File: src/verilog/dpd_cfg.svh
`ifndef DPD_CFG_SVH
`define DPD_CFG_SVH
// Period counter geometry
`define DPD_CNT_W 10
`define DPD_PERIOD 1024
// Helper clock count seen at a wrap: 2048 clocks per period, less one
`define DPD_WRAP_GAP 12'h7ff
// Count width that can hold 1024
`define DPD_DUTY_W 11
// Clamp limits, both channels
`define DPD_LOW_MAX 11'h07a
`define DPD_GEN_HIGH_MIN 11'h2e7
`define DPD_REF_HIGH_MIN 11'h386
// Hold-off limit for the reference pin, in microseconds
`define DPD_HOLD_US 1000
`define DPD_CLK_MHZ 10
`define DPD_HOLD_CYC (`DPD_HOLD_US * `DPD_CLK_MHZ)
// Precharge burst length in periods
`define DPD_PRE_PERIODS 8'h08
`endif

File: src/verilog/dpd_pkg.sv
package dpd_pkg;
    typedef enum logic [1:0] {
        DPD_DRIVE,
        DPD_HOLD
    } dpd_ref_state_t;
endpackage : dpd_pkg

File: src/verilog/dpd_top.sv
`timescale 1ns/1ps
`include "dpd_cfg.svh"
module dpd_top #(
    parameter int HOLD_CYC = `DPD_HOLD_CYC
) (
    input wire logic clock,
    input wire logic nrst,
    input wire logic [`DPD_DUTY_W-1:0] gen_duty,
    input wire logic gen_load,
    input wire logic [`DPD_DUTY_W-1:0] ref_duty,
    input wire logic ref_load,
    input wire logic precharge_en,
    input wire logic hold_req,
    output logic general_pwm_pin,
    output logic reference_pwm_out,
    output logic reference_pwm_oe,
    output logic precharge_pwm_pin,
    output logic precharge_pwm_oe,
    output logic period_start
);
    localparam int HW = $clog2(HOLD_CYC + 1);
    localparam logic [HW-1:0] HOLD_MAX = HW'(HOLD_CYC);

    logic div_r, div_nxt;
    logic [`DPD_CNT_W-1:0] cnt_r, cnt_nxt;
    logic [`DPD_DUTY_W-1:0] gen_pend_r, gen_pend_nxt, gen_act_r, gen_act_nxt;
    logic [`DPD_DUTY_W-1:0] ref_pend_r, ref_pend_nxt, ref_act_r, ref_act_nxt;
    logic gen_out_r, gen_out_nxt, ref_out_r, ref_out_nxt;
    logic pre_out_r, pre_out_nxt, pre_oe_r, pre_oe_nxt;
    logic ref_oe_r, ref_oe_nxt, per_r, per_nxt;
    logic [7:0] pre_cnt_r, pre_cnt_nxt;
    logic [HW-1:0] hold_r, hold_nxt;
    dpd_pkg::dpd_ref_state_t st_r, st_nxt;
    logic tick, wrap, gen_lvl, ref_lvl;

    always_comb begin
        tick = div_r;
        wrap = tick && (cnt_r == '1);
        div_nxt = ~div_r;
        cnt_nxt = tick ? cnt_r + 1'b1 : cnt_r;
        gen_pend_nxt = gen_load ? gen_duty : gen_pend_r;
        ref_pend_nxt = ref_load ? ref_duty : ref_pend_r;
        // Active counts swap only at the wrap so a pulse is never cut short
        // A load taken on the wrap edge itself still makes this boundary
        gen_act_nxt = wrap ? gen_pend_nxt : gen_act_r;
        ref_act_nxt = wrap ? ref_pend_nxt : ref_act_r;
        // Clamp first, then compare against the shared counter
        // The coming count is used so count 0 of a new period never shows the old duty
        if (gen_act_nxt <= `DPD_LOW_MAX) begin
            gen_lvl = 1'b0;
        end else if (gen_act_nxt >= `DPD_GEN_HIGH_MIN) begin
            gen_lvl = 1'b1;
        end else begin
            gen_lvl = {1'b0, cnt_nxt} < gen_act_nxt;
        end
        if (ref_act_nxt <= `DPD_LOW_MAX) begin
            ref_lvl = 1'b0;
        end else if (ref_act_nxt >= `DPD_REF_HIGH_MIN) begin
            ref_lvl = 1'b1;
        end else begin
            ref_lvl = {1'b0, cnt_nxt} < ref_act_nxt;
        end
        // The general and reference pins move only on a counter tick, mirroring a timer-driven port load
        gen_out_nxt = tick ? gen_lvl : gen_out_r;
        ref_out_nxt = tick ? ref_lvl : ref_out_r;
        per_nxt = wrap;
    end

    always_ff @(posedge clock or negedge nrst) begin
        if (!nrst) begin
            div_r <= 1'b0;
            cnt_r <= '0;
            gen_pend_r <= '0;
            gen_act_r <= '0;
            ref_pend_r <= '0;
            ref_act_r <= '0;
            gen_out_r <= 1'b0;
            ref_out_r <= 1'b0;
            per_r <= 1'b0;
        end else begin
            div_r <= div_nxt;
            cnt_r <= cnt_nxt;
            gen_pend_r <= gen_pend_nxt;
            gen_act_r <= gen_act_nxt;
            ref_pend_r <= ref_pend_nxt;
            ref_act_r <= ref_act_nxt;
            gen_out_r <= gen_out_nxt;
            ref_out_r <= ref_out_nxt;
            per_r <= per_nxt;
        end
    end

    // Precharge burst: follows the reference waveform for a few periods after a load
    always_comb begin
        pre_cnt_nxt = pre_cnt_r;
        if (ref_load && precharge_en) begin
            pre_cnt_nxt = `DPD_PRE_PERIODS;
        end else if (wrap && pre_cnt_r != 8'h00) begin
            pre_cnt_nxt = pre_cnt_r - 8'h01;
        end
        pre_oe_nxt = pre_cnt_nxt != 8'h00;
        pre_out_nxt = pre_oe_nxt ? ref_out_nxt : 1'b0;
    end

    always_ff @(posedge clock or negedge nrst) begin
        if (!nrst) begin
            pre_cnt_r <= 8'h00;
            pre_oe_r <= 1'b0;
            pre_out_r <= 1'b0;
        end else begin
            pre_cnt_r <= pre_cnt_nxt;
            pre_oe_r <= pre_oe_nxt;
            pre_out_r <= pre_out_nxt;
        end
    end

    // Hold: float the reference pin; forced back after the limit even if still asked
    always_comb begin
        st_nxt = st_r;
        hold_nxt = hold_r;
        case (st_r)
            dpd_pkg::DPD_DRIVE: begin
                hold_nxt = '0;
                if (hold_req) begin
                    st_nxt = dpd_pkg::DPD_HOLD;
                end
            end
            dpd_pkg::DPD_HOLD: begin
                hold_nxt = hold_r + 1'b1;
                if (!hold_req || hold_r >= HOLD_MAX - 1'b1) begin
                    st_nxt = dpd_pkg::DPD_DRIVE;
                end
            end
            default: st_nxt = dpd_pkg::DPD_DRIVE;
        endcase
        // A released hold needs a fresh request, stopping an endless float
        if (st_r == dpd_pkg::DPD_DRIVE && hold_r != '0) begin
            st_nxt = dpd_pkg::DPD_DRIVE;
        end
        ref_oe_nxt = st_nxt == dpd_pkg::DPD_DRIVE;
    end

    logic rearm_r, rearm_nxt;
    always_comb begin
        rearm_nxt = (st_r == dpd_pkg::DPD_HOLD && st_nxt == dpd_pkg::DPD_DRIVE) ||
                    (rearm_r && hold_req);
    end

    always_ff @(posedge clock or negedge nrst) begin
        if (!nrst) begin
            st_r <= dpd_pkg::DPD_DRIVE;
            hold_r <= '0;
            ref_oe_r <= 1'b1;
            rearm_r <= 1'b0;
        end else begin
            st_r <= rearm_r ? dpd_pkg::DPD_DRIVE : st_nxt;
            hold_r <= hold_nxt;
            ref_oe_r <= rearm_r ? 1'b1 : ref_oe_nxt;
            rearm_r <= rearm_nxt;
        end
    end

    assign general_pwm_pin = gen_out_r;
    assign reference_pwm_out = ref_out_r;
    assign reference_pwm_oe = ref_oe_r;
    assign precharge_pwm_pin = pre_out_r;
    assign precharge_pwm_oe = pre_oe_r;
    assign period_start = per_r;

    // Clocks since the last wrap; checks the period without a very long delay range
    logic [11:0] per_clk_r, per_clk_nxt;
    always_comb begin
        per_clk_nxt = wrap ? 12'h000 : per_clk_r + 12'h001;
    end

    always_ff @(posedge clock or negedge nrst) begin
        if (!nrst) begin
            per_clk_r <= 12'h000;
        end else begin
            per_clk_r <= per_clk_nxt;
        end
    end
endmodule : dpd_top

File: config.mk
export PLATFORM = sky130hd
export DESIGN_NAME = dpd_top
export DESIGN_NICKNAME = d
export VERILOG_FILES = /design/src/verilog/dpd_pkg.sv /design/src/verilog/dpd_top.sv
export VERILOG_INCLUDE_DIRS = /design/src /design/src/verilog
export SDC_FILE = /design/constraint.sdc
export NUM_CORES = 1
export LEC_CHECK = 0
export ABC_AREA = 1
export BUFFER_PORTS_ARGS = -buffer_cell sky130_fd_sc_hd__buf_4
export CORE_MARGIN = 4
export CORE_UTILIZATION = 48
export DETAILED_ROUTE_END_ITERATION = 8
export PLACE_DENSITY_LB_ADDON = 0.25
export SYNTH_ARGS = -nofsm -noshare
export SYNTH_HDL_FRONTEND = slang
export SYNTH_SLANG_ARGS = --single-unit
File: constraint.sdc
create_clock -name clock -period 6.32 [get_ports clock]
set_input_delay 0.316 -clock clock [delete_from_list [all_inputs] [get_ports clock]]
set_output_delay 0.316 -clock clock [all_outputs]
set_load 0.005 [all_outputs]
Yosys cells after proc, flatten, opt, wreduce, memory -nomap -nowiden

Cells that the tools add are included.

Flip-flop bits (word level): 86
Output and inout port bits: 6

Mux-type cells: 20
$add $sub $neg: 3
Equal/unequal tests: 2
Bitwise gates (word level): 1
Order comparisons: 7
Reduce and logical (&&, ||, !) cells: 15

Operators with widths:

| kind                                                                | count |
|---|---|
| 2-to-1 mux 11 bit                                                   | 4 |
| case mux 14 bit (2 select lines)                                    | 1 |
| greater-or-equal comparator 11 x 10 -> 1 bit, second input constant | 2 |
| less-or-equal comparator 11 x 7 -> 1 bit, second input constant     | 2 |
| < comparator 10 x 11 -> 1 bit                                       | 2 |
| 2-to-1 mux 8 bit                                                    | 2 |
| nonzero test 8 bit                                                  | 2 |
| adder 14 x 1 -> 14 bit, second input constant                       | 1 |
| greater-or-equal comparator 14 bit, second input constant           | 1 |
| nonzero test 14 bit                                                 | 1 |
| adder 10 x 1 -> 10 bit, second input constant                       | 1 |
| equality test 10 bit, second input constant                         | 1 |
| 2-to-1 mux 10 bit                                                   | 1 |
| 2-to-1 mux 2 bit                                                    | 4 |
| subtractor 8 x 1 -> 8 bit, second input constant                    | 1 |
| 2-to-1 mux 1 bit                                                    | 7 |
| logical AND 1 bit                                                   | 6 |
| zero test 2 bit                                                     | 2 |
| case mux 2 bit (2 select lines)                                     | 1 |
| equality test 2 x 1 -> 1 bit, second input constant                 | 1 |
| logical OR 1 bit                                                    | 2 |
| nonzero test 2 bit                                                  | 1 |
| zero test 1 bit                                                     | 1 |
| NOT 1 bit                                                           | 1 |

Logic depth before layout (Yosys ltp)

Word-level depth: 8
Gate-level depth with buffers: 19
Depth with buffers taken out: 18

Least setup slack after synthesis

No wires, ideal clock.

Path kind: reg2reg
From: register cnt_r[1]
To: register pre_out_r (netlist: precharge_pwm_pin)
Clock period less this slack: 2.334 ns
Setup time: 0.119 ns
Data arrival time: 2.215 ns
Cell stages (with the launch flop): 20
Path slack: 3.986 ns
Cell sequence: dfrtp_1 -> ha_1 -> inv_1 -> nor2_4 -> nand3_4 -> buf_6 -> nand2_1 -> o21ai_1 -> ha_1 -> inv_1 -> nor3_1 -> nand3_1 -> nor2_1 -> nand3_1 -> nand2_1 -> inv_2 -> nand2_1 -> nand2_1 -> nand2_2 -> a21oi_2

Word-level cells in the longest chain between the ends: 8
Elaborated cells on any way between the ends: 16
Those cells by class: 1 x add/sub; 3 x order compare; 1 x eq/ne; 8 x mux; 3 x reduce/logical

RTL lines:

| item                                                                  | RTL line       | text |
|---|---|---|
| start: declaration                                                    | dpd_top.sv:25  | `` logic [`DPD_CNT_W-1:0] cnt_r, cnt_nxt; `` |
| start signal: assignment                                              | dpd_top.sv:82  | `cnt_r <= cnt_nxt;` |
| branches (longest 7 deep; another with < comparator 10 x 11 -> 1 bit) | --             |  |
| 2-to-1 mux 1 bit *                                                    | dpd_top.sv:102 | `pre_out_nxt = pre_oe_nxt ? ref_out_nxt : 1'b0;` |
| net pre_out_nxt                                                       | dpd_top.sv:29  | `logic pre_out_r, pre_out_nxt, pre_oe_r, pre_oe_nxt;` |
| end signal: assignment                                                | dpd_top.sv:113 | `pre_out_r <= pre_out_nxt;` |
| end: declaration                                                      | dpd_top.sv:29  |  |

Mark *: on every way through the listed nets, which the timed path passes.
A chain may end at the register's enable or synchronous reset.

Final worst setup path

Same ends and word-level chain as after synthesis.

==> results.toml <==
[status]
outcome = "finished, final reports clean"

[worst_setup_path]
crit_path_max_incr_delay_ns = 0.46
reg2reg_depth = 15
critical_path.most_common_cell = "nand2_1"
critical_path.max_fanout = 40
timing.critical_path.depth = 15
cp_num_buf_inv = 2
cp_data_arrival_time_ns = 3.17
crit_chain = "ha_1, inv_1, nor2_4, nand3_4, o21ai_1, ha_1, a21oi_1, nor2_1, o21ai_0, nand2_1, inv_2, nand2_1, nand2_1, nand2_2, a21oi_2"
critical_setup_path_kind = "reg2reg"
start_kind = "flop"
worst_path_dominant_cell_family = "simple AND/OR/NAND/NOR gates"
cp-end-kind = "flop"
worst_path_max_delay_cell = "o21ai_1"
crit_path_required_time_ns = 6.61

[sta]
fin_tns_setup_ns = 0
finalSetupViolCount = 0
fin_worst_skew_ns = 0.009580
slew_headroom = 0.6078
final_slew_violations = 0
worst_slew_pin_tran_ns = 0.5883
finalCriticalPeriod_ns = 2.881
post-route-period-util = 0.4559
setup_repair_after_global_routing_missed_its_margin = "no"
final-hold-violation-count = 0
fmax_ghz = 0.3471

[global_routing]
grt_pass1_wl_um = 16330
first_global_vias = 3590
grt_overflow_total = 0
antenna_found_initial = 0
grt_use_total = 0.1770
grt_max_degree = 48

[clocking]
worst_setup_hold_path_clk_slew_ns = 0.09
cts_tree = "built"
clock_tree.root_cell = "clkbuf_8"
cts.path.max_buffers = 2
clk-insertion-delay-late_ns = 0.35
sinks_on_clock_net = 86
cts-buffers-inserted = 9
ctsHtreeMaxLevel = 3

[detailed_routing]
dr_total_vias = 3633
firstDrtPassIters = 5
initialDrtViolationCount = 132
ant_nets = 0
wl_per_cell_um = 12.25
detail_route.vias_per_cell = 4.890
finalWirelength_um = 9102
route.detailed.drc = 0

[layout]
layout_overhead_on_the_synthesized_area_pct = 12.42
final_cell_count_no_fill = 743
fin_util = 0.5611
final_layout_size_suffix_gt1_frac = 0.1694
fin_nets = 657
antenna_cells_inserted = 0

[logic_synthesis]
synth_top_area_cell = "dfrtp_1"
ys_ff_latch = 86
synthesis.instances = 571
synth_area_um2 = 4656
area_contributors_post_synth = "dfrtp_1 46%, nand2_1 11%, inv_1 8.3%, ha_1 5.4%, nor2_1 2.9%"
synth_cell_types = 39
top_area_cell_type_share_of_the_netlist_area = 0.4569
synth_flop_cell = "dfrtp_1"
synth.net_count = 619
synth_async_sr_flop_share = 1.000
seq_area_frac_synth = 0.4625
synth-edff-count = 0
synthesis.yosys.warnings = 0
avgSynthCellArea_um2 = 8.154

[floorplan]
floorplan.io_pins = 34
die_w_um = 106.5
core-area_um2 = 9328
floorplan.initialDensity = 0.4991
die-height_um = 106.5
floorplan.rows = 35
die_area_um2 = 11340

[power]
pwr_per_cell_area_nw_per_um2 = 199.1
p_total_mw = 1.042
peakVddDrop_mv = 0.1178
static_leakage_power_nw = 2.864

[job]
drv_cap = 0

[placement]
post-place-cells = 726
place.port_buffers = 33
post-dp-hpwl_um = 6913
finalWeightedCongestion = 0.8380

[worst_hold_path]
hold_depth = 3
timing.hold.worst.class = "in2reg"
## synthesized netlist by cell type (all sizes together) (3+ instances only)
cell / instances
nand2: 146
nand4: 21
ha: 20
nand3b: 3
nand3: 27
mux2: 6
clkinv: 4
nor2: 43
o21ai: 39
dfrtp: 85
buf: 7
nor3: 12
xor2: 8
a21oi: 20
xnor2: 3
inv: 112
## path summary, 6_finish.rpt
check / startpoint / endpoint / slack [ns]
worst max-delay path: cnt_r[1] / precharge_pwm_pin / 3.44
worst min-delay path: ref_duty[8] / ref_pend_r[8] / 0.21
worst min register to register: ref_pend_r[8] / ref_pend_r[8] / 0.49
worst max register to register: cnt_r[1] / precharge_pwm_pin / 3.44
min in group asynchronous: nrst / hold_r[9] / 0.47
max in group asynchronous: nrst / ref_pend_r[5] / 4.86
## flip-flops by register name, indices dropped and copies added (netlist names), 2 cells and up
name / count
cnt_r: 10
st_r: 2
pre_cnt_r: 8
hold_r: 14
ref_act_r: 11
ref_pend_r: 11
gen_pend_r: 11
gen_act_r: 11
## area by class of cell
class	count	area (um2)
fillers	868	4094
clock buffers	12	155.1
inverters	116	436.7
flip-flops and latches	86	2153
repair buffers	35	265.3
well taps	129	161.4
clock inverters	4	55.05
multi-input cells	361	2007
## cell families (layout without fill, tap and decap cells)
family | Yosys count | after routing | synth area share
AOI/OAI and AO/OA | 67 | 67 | 0.08815
muxes | 6 | 6 | 0.01451
DFF | 86 | 86 | 0.4625
xor gates and xnor gates | 11 | 11 | 0.02069
other | 1 | 1 | 0.0008055
buffers and inverters | 124 | 167 | 0.1064
and+or+nand+nor | 256 | 256 | 0.2532
adders and majority gates | 20 | 20 | 0.05375
## layer usage
metal / routed length (um) / global-route usage / vias up / part of all wire
met1: 4381 / 0.2373 / 1690 / 0.48
met4: 164 / 0.06484 / 0 / 0.018
met2: 4304 / 0.2928 / 51 / 0.47
met3: 252 / 0.02550 / 13 / 0.028
met5: 0 / 0 / - / 0
li1: - / - / 1879 / -
## what timing repair did
item,CTS,global route
buffers inserted,0,0
hold buffers,1,0
resized for setup,0,0
hold endpoints to repair,39,0
## per-stage QoR
step	hold WS (ns)	instance area (um2)	worst slack [ns]
2_1_floorplan	0.02041	4656	3.986
3_3_place_gp	0.3164	5014	3.529
3_5_place_dp	0.3225	5014	3.406
4_1_cts	0.1937	5234	3.390
5_1_grt	0.2027	5234	3.138
6_report	0.2124	5234	3.439
## where the power goes
part | internal, mW | switching [mW] | leakage, nW
combinational | 0.0242 | 0.0389 | 1.67
sequential | 0.566 | 0.00589 | 1.10
clock | 0.206 | 0.201 | 0.103
total | 0.796 | 0.246 | 2.86
## placed cells by master, fill, tap and decap left out, types with 4 or more instances in the layout
master / Yosys / layout
nand2_1: 134 / 134
inv_1: 103 / 103
dfrtp_1: 85 / 85
nor2_1: 36 / 36
buf_4: 0 / 34
nand3_1: 26 / 26
o21ai_0: 21 / 21
nand4_1: 21 / 21
ha_1: 20 / 20
a21oi_1: 19 / 19
o21ai_2: 14 / 14
nand2_2: 11 / 11
clkbuf_8: 0 / 11
nor3_1: 10 / 10
inv_2: 9 / 9
xor2_1: 8 / 8
mux2_2: 6 / 6
nor2_4: 4 / 4
o21ai_1: 4 / 4
## worst reg2reg max path: cells and delay by family, from the launching register on
| kind | cells | cell delay (ns) |
|---|---|---|
| flops | 1 | 0.40 |
| simple gates | 7 | 0.94 |
| fa+ha+maj | 2 | 0.49 |
| compound gates | 4 | 0.88 |
| buf+inv | 2 | 0.12 |
Note: power is estimated with default switching activity, not from simulation.
